**src/qdac_pkg.sv**
```systemverilog
// Purpose: Shared constants and types for the quad converter command decoder.
// Assumes: 24-bit frames, most significant bit first.
// Notes: Register bus offsets are byte addresses on APB.
`default_nettype none
package qdac_pkg;
  localparam int FRAME_BITS = 24;
  localparam int DATA_W = 16;
  localparam int NUM_CH = 4;
  localparam logic [4:0] FRAME_LEN = 5'd24;
  localparam logic [4:0] CNT_MAX = 5'd25;
  localparam logic [2:0] REG_FUNC = 3'h0;
  localparam logic [2:0] REG_DATA = 3'h2;
  localparam logic [2:0] REG_CGAIN = 3'h3;
  localparam logic [2:0] REG_FGAIN = 3'h4;
  localparam logic [2:0] REG_OFFS = 3'h5;
  localparam logic [2:0] CH_ALL = 3'h4;
  localparam logic [2:0] FN_NOP = 3'h0;
  localparam logic [2:0] FN_CTRL = 3'h1;
  localparam logic [2:0] FN_CLEAR = 3'h4;
  localparam logic [2:0] FN_LOAD = 3'h5;
  localparam logic [15:0] CLR_CODE_TWOS = 16'h0000;
  localparam logic [15:0] CLR_CODE_BIN = 16'h0000;
  localparam logic [15:0] DATA_RST = 16'h0000;
  localparam logic [5:0] FUNC_RST = 6'h00;
  localparam int FUNC_SDO_DIS = 0;
  localparam logic [1:0] POR_DONE = 2'd3;
  localparam logic [1:0] POR_CHECK = 2'd2;
  localparam int P_FS = 0;
  localparam int P_SCK = 1;
  localparam int P_SDI = 2;
  localparam int P_CLR = 3;
  localparam int P_LOAD_OUTPUTS_N = 4;
  localparam int P_BIN = 5;
  localparam logic [5:0] PIN_RST = 6'h1b;
  localparam logic [11:0] A_CTRL = 12'h000;
  localparam logic [11:0] A_STATUS = 12'h004;
  localparam logic [11:0] A_FUNC = 12'h008;
  localparam logic [11:0] A_OUT = 12'h010;
  localparam logic [11:0] A_DATA = 12'h020;
  localparam int CTRL_CLEAR = 0;
  localparam int CTRL_LOAD = 1;
  typedef enum logic [1:0] {
    ST_IDLE = 2'b00,
    ST_SHIFT = 2'b01
  } qdac_state_e;
  typedef struct packed {
    logic frame_sel_n;
    logic sclk;
    logic sdin;
  } qdac_serial_s;
  typedef struct packed {
    logic rw;
    logic zero;
    logic [2:0] reg_sel;
    logic [2:0] ch_sel;
    logic [15:0] data;
  } qdac_frame_s;
  typedef logic [3:0][15:0] qdac_codes_t;
endpackage
`default_nettype wire

```
**src/qdac_decode.sv**
```systemverilog
// Purpose: Serial command decoder, clear logic and APB view of a quad converter.
// Assumes: Serial pins and clear pins are asynchronous; serial clock is much slower than clk.
// Notes: Pins pass two flip-flops, so the serial clock must stay under about clk/6.
//
// The register offsets and the APB interface to the registers were left to the implementer.
`timescale 1ns/1ps
`default_nettype none
// Overview of operation
// - A falling clear pin loads the clear code into every channel output.
// - Cleared outputs hold until a new value is loaded into that channel.
// - Clear pin low at power-on loads the clear code into all outputs.
// - Writing the clear command word performs the same clear as the pin.
// - Top frame bit set means read the addressed register, cleared means write.
// - Frame is flag, zero bit, register select, channel select, sixteen data bits.
// - Register select picks function, data, coarse gain, fine gain or offset.
// - Only frames of exactly 24 falling clock edges are taken at frame end.
// - Coding select pin chooses the clear code: low twos complement, high binary.
// - After a read frame the selected register shifts out during the next frame.
module qdac_decode
  import qdac_pkg::*;
(
  input wire logic clk_sys_i,
  input wire logic reset_i,
  input wire qdac_serial_s serial_i,
  input wire logic async_clear_n_i,
  input wire logic load_outputs_n_i,
  input wire logic coding_select_i,
  output logic serial_data_out_o,
  output logic serial_data_out_oe_n_o,
  output qdac_codes_t dac_code_o,
  input wire logic psel_i,
  input wire logic penable_i,
  input wire logic pwrite_i,
  input wire logic [11:0] paddr_i,
  input wire logic [31:0] pwdata_i,
  output logic [31:0] prdata_o,
  output logic pready_o,
  output logic pslverr_o
);
  function automatic logic [15:0] clear_code(input logic bin);
    clear_code = bin ? CLR_CODE_BIN : CLR_CODE_TWOS;
  endfunction

  function automatic logic [3:0] ch_mask(input logic [2:0] ch);
    ch_mask = (ch == CH_ALL) ? 4'hf : (4'h1 << ch[1:0]);
  endfunction

  logic [5:0] pin_meta;
  logic [5:0] pin_sync;
  logic [5:0] pin_prev;
  qdac_state_e state;
  logic [23:0] shift_in;
  logic [4:0] bit_cnt;
  logic [23:0] sdo_sr;
  logic rd_pending;
  logic [15:0] rd_word;
  logic [5:0] func;
  qdac_codes_t data_reg;
  qdac_codes_t out_code;
  logic [3:0][1:0] cgain;
  logic [3:0][5:0] fgain;
  logic [3:0][7:0] offs;
  logic [1:0] por_cnt;
  logic [7:0] good_cnt;
  logic [7:0] bad_cnt;
  logic [31:0] prdata;
  logic pslverr;

  always_ff @(posedge clk_sys_i) begin
    if (reset_i) begin
      pin_meta <= PIN_RST;
      pin_sync <= PIN_RST;
      pin_prev <= PIN_RST;
    end else begin
      pin_meta <= {coding_select_i, load_outputs_n_i, async_clear_n_i,
                   serial_i.sdin, serial_i.sclk, serial_i.frame_sel_n};
      pin_sync <= pin_meta;
      pin_prev <= pin_sync;
    end
  end

  wire fs_fall = pin_prev[P_FS] & ~pin_sync[P_FS];
  wire fs_rise = ~pin_prev[P_FS] & pin_sync[P_FS];
  wire sck_fall = pin_prev[P_SCK] & ~pin_sync[P_SCK];
  wire sck_rise = ~pin_prev[P_SCK] & pin_sync[P_SCK];
  wire clr_fall = pin_prev[P_CLR] & ~pin_sync[P_CLR];
  wire load_outputs_n_fall = pin_prev[P_LOAD_OUTPUTS_N] & ~pin_sync[P_LOAD_OUTPUTS_N];
  wire load_outputs_n_low = ~pin_sync[P_LOAD_OUTPUTS_N];
  wire bin_mode = pin_sync[P_BIN];
  wire in_frame = (state == ST_SHIFT);

  // Frame fields are read straight out of the shift register at frame end.
  qdac_frame_s frm;
  assign frm = qdac_frame_s'(shift_in);
  wire frame_end = in_frame & fs_rise;
  wire len_ok = (bit_cnt == FRAME_LEN);
  wire reg_ok = (frm.reg_sel == REG_FUNC) | (frm.reg_sel == REG_DATA) |
                (frm.reg_sel == REG_CGAIN) | (frm.reg_sel == REG_FGAIN) |
                (frm.reg_sel == REG_OFFS);
  wire fn_ok = (frm.ch_sel == FN_NOP) | (frm.ch_sel == FN_CTRL) |
               (frm.ch_sel == FN_CLEAR) | (frm.ch_sel == FN_LOAD);
  wire ch_ok = (frm.reg_sel == REG_FUNC) ? fn_ok : (frm.ch_sel <= CH_ALL);
  wire exec = frame_end & len_ok & ~frm.zero & reg_ok & ch_ok;
  wire wr_ev = exec & ~frm.rw;
  wire rd_ev = exec & frm.rw;
  wire wr_func = wr_ev & (frm.reg_sel == REG_FUNC);
  wire [3:0] mask = ch_mask(frm.ch_sel);
  wire wr_data = wr_ev & (frm.reg_sel == REG_DATA);
  wire wr_cg = wr_ev & (frm.reg_sel == REG_CGAIN);
  wire wr_fg = wr_ev & (frm.reg_sel == REG_FGAIN);
  wire wr_of = wr_ev & (frm.reg_sel == REG_OFFS);

  wire apb_setup = psel_i & ~penable_i;
  wire apb_wr = psel_i & penable_i & pwrite_i;
  wire sel_ctrl = (paddr_i == A_CTRL);
  wire sel_stat = (paddr_i == A_STATUS);
  wire sel_func = (paddr_i == A_FUNC);
  wire sel_out = (paddr_i[11:4] == A_OUT[11:4]) & (paddr_i[1:0] == 2'h0);
  wire sel_data = (paddr_i[11:4] == A_DATA[11:4]) & (paddr_i[1:0] == 2'h0);
  wire apb_hit = sel_ctrl | sel_stat | sel_func | sel_out | sel_data;
  wire [1:0] idx = paddr_i[3:2];
  wire [31:0] rd_mux = sel_stat ? {16'h0000, bad_cnt, good_cnt} :
                       sel_func ? {26'h0, func} :
                       sel_out ? {16'h0000, out_code[idx]} :
                       sel_data ? {16'h0000, data_reg[idx]} : 32'h00000000;
  wire ctrl_wr = apb_wr & sel_ctrl;

  // A clear pin held low through reset also shows as a fall, since the pin flops reset high.
  wire por_clear = (por_cnt == POR_CHECK) & ~pin_sync[P_CLR];
  wire fn_clear = wr_func & (frm.ch_sel == FN_CLEAR);
  wire clear_ev = clr_fall | por_clear | fn_clear | (ctrl_wr & pwdata_i[CTRL_CLEAR]);
  wire load_ev = load_outputs_n_fall | (wr_func & (frm.ch_sel == FN_LOAD)) |
                 (ctrl_wr & pwdata_i[CTRL_LOAD]);
  wire [3:0] ind_upd = (wr_data & load_outputs_n_low) ? mask : 4'h0;
  wire [15:0] clr_val = clear_code(bin_mode);

  wire [1:0] rch = frm.ch_sel[1:0];
  wire [15:0] rd_sel = (frm.reg_sel == REG_FUNC) ? {10'h0, func} :
                       (frm.reg_sel == REG_DATA) ? data_reg[rch] :
                       (frm.reg_sel == REG_CGAIN) ? {14'h0, cgain[rch]} :
                       (frm.reg_sel == REG_FGAIN) ? {10'h0, fgain[rch]} :
                       {8'h00, offs[rch]};

  always_ff @(posedge clk_sys_i) begin
    if (reset_i) begin
      state <= ST_IDLE;
      bit_cnt <= 5'd0;
      shift_in <= 24'h000000;
    end else begin
      case (state)
        ST_IDLE: begin
          if (fs_fall) begin
            state <= ST_SHIFT;
            bit_cnt <= 5'd0;
          end
        end
        ST_SHIFT: begin
          if (fs_rise) begin
            state <= ST_IDLE;
          end else if (sck_fall) begin
            shift_in <= {shift_in[22:0], pin_sync[P_SDI]};
            if (bit_cnt != CNT_MAX) begin
              bit_cnt <= bit_cnt + 5'd1;
            end
          end
        end
        default: state <= ST_IDLE;
      endcase
    end
  end

  always_ff @(posedge clk_sys_i) begin
    if (reset_i) begin
      sdo_sr <= 24'h000000;
      rd_pending <= 1'b0;
      rd_word <= 16'h0000;
    end else begin
      if (rd_ev) begin
        rd_pending <= 1'b1;
        rd_word <= rd_sel;
      end else if (state == ST_IDLE && fs_fall) begin
        rd_pending <= 1'b0;
        sdo_sr <= rd_pending ? {8'h00, rd_word} : 24'h000000;
      end else if (in_frame && sck_rise) begin
        sdo_sr <= {sdo_sr[22:0], 1'b0};
      end
    end
  end

  always_ff @(posedge clk_sys_i) begin
    if (reset_i) begin
      func <= FUNC_RST;
      data_reg <= {NUM_CH{DATA_RST}};
      cgain <= '0;
      fgain <= '0;
      offs <= '0;
    end else begin
      if (wr_func && frm.ch_sel == FN_CTRL) begin
        func <= frm.data[5:0];
      end
      for (int i = 0; i < NUM_CH; i++) begin
        if (wr_data && mask[i]) data_reg[i] <= frm.data;
        if (wr_cg && mask[i]) cgain[i] <= frm.data[1:0];
        if (wr_fg && mask[i]) fgain[i] <= frm.data[5:0];
        if (wr_of && mask[i]) offs[i] <= frm.data[7:0];
      end
    end
  end

  // Clear outranks load, which outranks an individual update in the same cycle.
  always_ff @(posedge clk_sys_i) begin
    if (reset_i) begin
      out_code <= {NUM_CH{DATA_RST}};
    end else begin
      for (int i = 0; i < NUM_CH; i++) begin
        if (clear_ev) out_code[i] <= clr_val;
        else if (load_ev) out_code[i] <= data_reg[i];
        else if (ind_upd[i]) out_code[i] <= frm.data;
      end
    end
  end

  always_ff @(posedge clk_sys_i) begin
    if (reset_i) begin
      por_cnt <= 2'd0;
      good_cnt <= 8'h00;
      bad_cnt <= 8'h00;
      prdata <= 32'h00000000;
      pslverr <= 1'b0;
    end else begin
      if (por_cnt != POR_DONE) por_cnt <= por_cnt + 2'd1;
      if (exec) good_cnt <= good_cnt + 8'h01;
      if (frame_end && !exec) bad_cnt <= bad_cnt + 8'h01;
      if (apb_setup) begin
        prdata <= pwrite_i ? 32'h00000000 : rd_mux;
        pslverr <= ~apb_hit;
      end
    end
  end

  assign dac_code_o = out_code;
  assign serial_data_out_o = sdo_sr[23];
  assign serial_data_out_oe_n_o = ~(in_frame & ~func[FUNC_SDO_DIS]);
  assign prdata_o = prdata;
  assign pready_o = 1'b1;
  assign pslverr_o = pslverr;
endmodule
`default_nettype wire

```
**config.mk**
```make
export PLATFORM = sky130hd
export DESIGN_NAME = qdac_decode
export DESIGN_NICKNAME = d
export VERILOG_FILES = /design/src/qdac_pkg.sv /design/src/qdac_decode.sv
export SDC_FILE = /design/constraint.sdc
export NUM_CORES = 1
export LEC_CHECK = 0
export BUFFER_PORTS_ARGS = -buffer_cell sky130_fd_sc_hd__buf_4
export CAP_MARGIN = 20
export CORE_MARGIN = 2
export CORE_UTILIZATION = 59
export CTS_CLUSTER_SIZE = 24
export DETAILED_ROUTE_END_ITERATION = 6
export PLACE_DENSITY = 0.8
export RECOVER_POWER = 25
export SLEW_MARGIN = 20
export SYNTH_ARGS = -nofsm -noshare
export SYNTH_HDL_FRONTEND = slang
export SYNTH_SLANG_ARGS = --single-unit
```
**constraint.sdc**
```tcl
create_clock -name clk_sys_i -period 2.9 [get_ports clk_sys_i]
set_input_delay 0.58 -clock clk_sys_i [delete_from_list [all_inputs] [get_ports clk_sys_i]]
set_output_delay 0.58 -clock clk_sys_i [all_outputs]
set_load 0.02 [all_outputs]
```
==> reports/results.tsv <==
metric	value	unit
outcome	finished with violations	
violations	capacitance limit, slew limit	
netlist_top_cells_count	dfxtp_1 (318), nand2_1 (212), nor2_1 (204)	
p_leak	0.00622	uW
root_buffer	clkbuf_16	
port_buffers	106	
seq_area_frac_synth	41.7	%
ys_types	77	
post-route-drc-count	0	
yosys_register_bits	318	
power.total	9430	uW
gr-usage-all-layers	33.3	%
antenna-diode-count	0	
final-max-slew-violation-count	226	
pwr_density_cell	551	nW/um^2
num-fill-cells	1990	
routed_wl	45700	um
num_vias	13500	
io_pins	155	
syn_area	15300	sq um
post-route-min-period	2.62	ns
nets	1763	
clock_sinks	318	
vias_per_cell	6.60	
ant_nets	0	
grt_setup_unrepaired	no	
internal_power	7250	uW
path_max_fanout	16	
worst-setup-path-type	reg -> reg	
startpoint_type	flop	
path_clk_slew	0.06	ns
skew	0.0150	ns
worst_pin_slew	2.22	ns
synth_area_leader_cell	dfxtp_1	
holdBufCountCts	0	
critical_path_required	3.28	ns
start_util	60.4	%
cpMostUsedCell	buf_4	
fin_ws	0.278	ns
fin_crit_sh	90.4	%
clkPwrFrac	46.6	%
wl_per_cell	22.3	um
max_cap_viol_count	2	
synth.area.top_cells	dfxtp_1 (42%), mux4_2 (9.3%), mux2i_1 (6.9%)	
utilization	67.8	%
cts_tree	done	
die_h	165	um
first_pass_iters	6	
multi_input_area	8120	sq um
synthFlopType	dfxtp_1	
synth_cells	1659	
cts_resized	0	
drive_gt1_share	16.3	%
synth-edff-count	0	
switchingPower	2180	uW
place_ws	0.188	ns
area_growth_syn_to_layout	12.3	%
grt_pass1_wl	70200	um
grt_antenna_before_repair	1	
crit_chain	buf_4 > nor3b_1 > nor2_1 > buf_4 > and4_1 > buf_4 > nand2_1 > a21oi_1	
gp_congestion	0.975	
cts_buffers	35	
clock_latency	0.51	ns
cpPeakStageDelay	0.60	ns
postCtsSetupBuffers	0	
design.core.area	25300	sq um
cp-end-kind	flop	
hold_class	in -> reg	
relSlewSlack	-48.2	%
avgSynthCellArea	9.19	sq um
dpl.hpwl	29600	um
synth_top_area_share	41.7	%
regArea	6370	sq um
async_flop_share	0	%
critPathSlowestCell	nor2_1	
yosysWarnings	0	
grt_pass1_vias	12700	
grt_max_degree	201	
peakVddDrop	0.000532	V
yosys.cell_count.top_type	dfxtp_1	
cp_num_buf_inv	3	
reg2reg_slack	0.28	ns
gr-total-overflow	0	
finalSetupViolations	0	
sequentialPowerShare	47.8	%
dieArea	27200	sq um
drtIter0Drc	1779	
crit_family	simple AND/OR/NAND/NOR gates	
cts.path.max_buffers	3	
cts_max_level	2	
max_freq	0.381	GHz
cp.arrival	3.00	ns
rows	58	
power_frac_comb	5.6	%
setup-tns-final	0	ns
fp.dieW	165	um
hold_viol	0	
switching_share	23.1	%
[kinds of logic after synthesis]
family          synth area share (%)
flops                           41.7
xor+xnor                       0.689
buf+inv                         5.58
simple gates                    20.3
mux                             16.3
fa+ha+maj                      0.574
other cells                   0.0492
compound gates                  14.7
[power groups by stage]
| stage | Combinational, uW | Sequential, uW | Clock, uW |
|---|---|---|---|
| global placement | 540 | 4590 | 0 |
| global route | 568 | 4510 | 4600 |
| finish | 528 | 4500 | 4390 |
| detailed placement | 551 | 4600 | 0 |
| floorplan | 349 | 4620 | 0 |
| CTS | 552 | 4500 | 4430 |
[final timing paths]
path	start	cells past startpoint	to
worst max-delay path	frm[19]	8	data_reg[0]
worst min-delay path	async_clear_n_i	2	pin_meta[3]
worst min register to register	pin_meta[4]	1	pin_sync[4]
worst max register to register	frm[19]	8	data_reg[0]
[per-stage QoR]
stage	area [sq um]	hold WS, ns	std cells
5_1_grt	17100	0.252	2053
3_5_place_dp	16300	0.393	1994
4_1_cts	17400	0.249	2053
2_1_floorplan	15300	0.389	1674
6_report	17100	0.259	2053
3_3_place_gp	16300	0.392	1994
[cells in the final DEF, fill, tap and decap left out, drive strengths merged, types with 6 or more instances in the layout]
master and n:
a22oi 32, nand3b 7, clkbuf 126, nor2b 9
and4 6, inv 10, or2 13, xnor2 7
nor4 11, a311oi 31, conb 17, o21ai 15
mux4 63, dfxtp 318, ha 7, nor3 18
a21oi 147, nand2b 11, nand2 212, nor2 204
buf 87, or4 9, a211oi 51, mux2i 105
nand4 16, or3b 7, o22ai 11, nand3 101
[layout make-up]
class	instances	share of cell area (%)
inverter	9	0.197
clock inverter	10	0.636
sequential	318	37.2
clock buffer	49	5.96
timing repair buffer	164	6.20
multi-input combinational	1173	47.4
tap	330	2.41
[layer usage]
layer,share of wire (%),routed length (um),GRT usage (%),vias up
met3,11,5010,6.38,190
li1,-,-,-,6009
met2,46,20800,52.1,853
met4,5.9,2710,19.8,0
met1,38,17200,43.2,6489
met5,0,0,0,-
No activity file was read; power rests on OpenSTA's default activity.
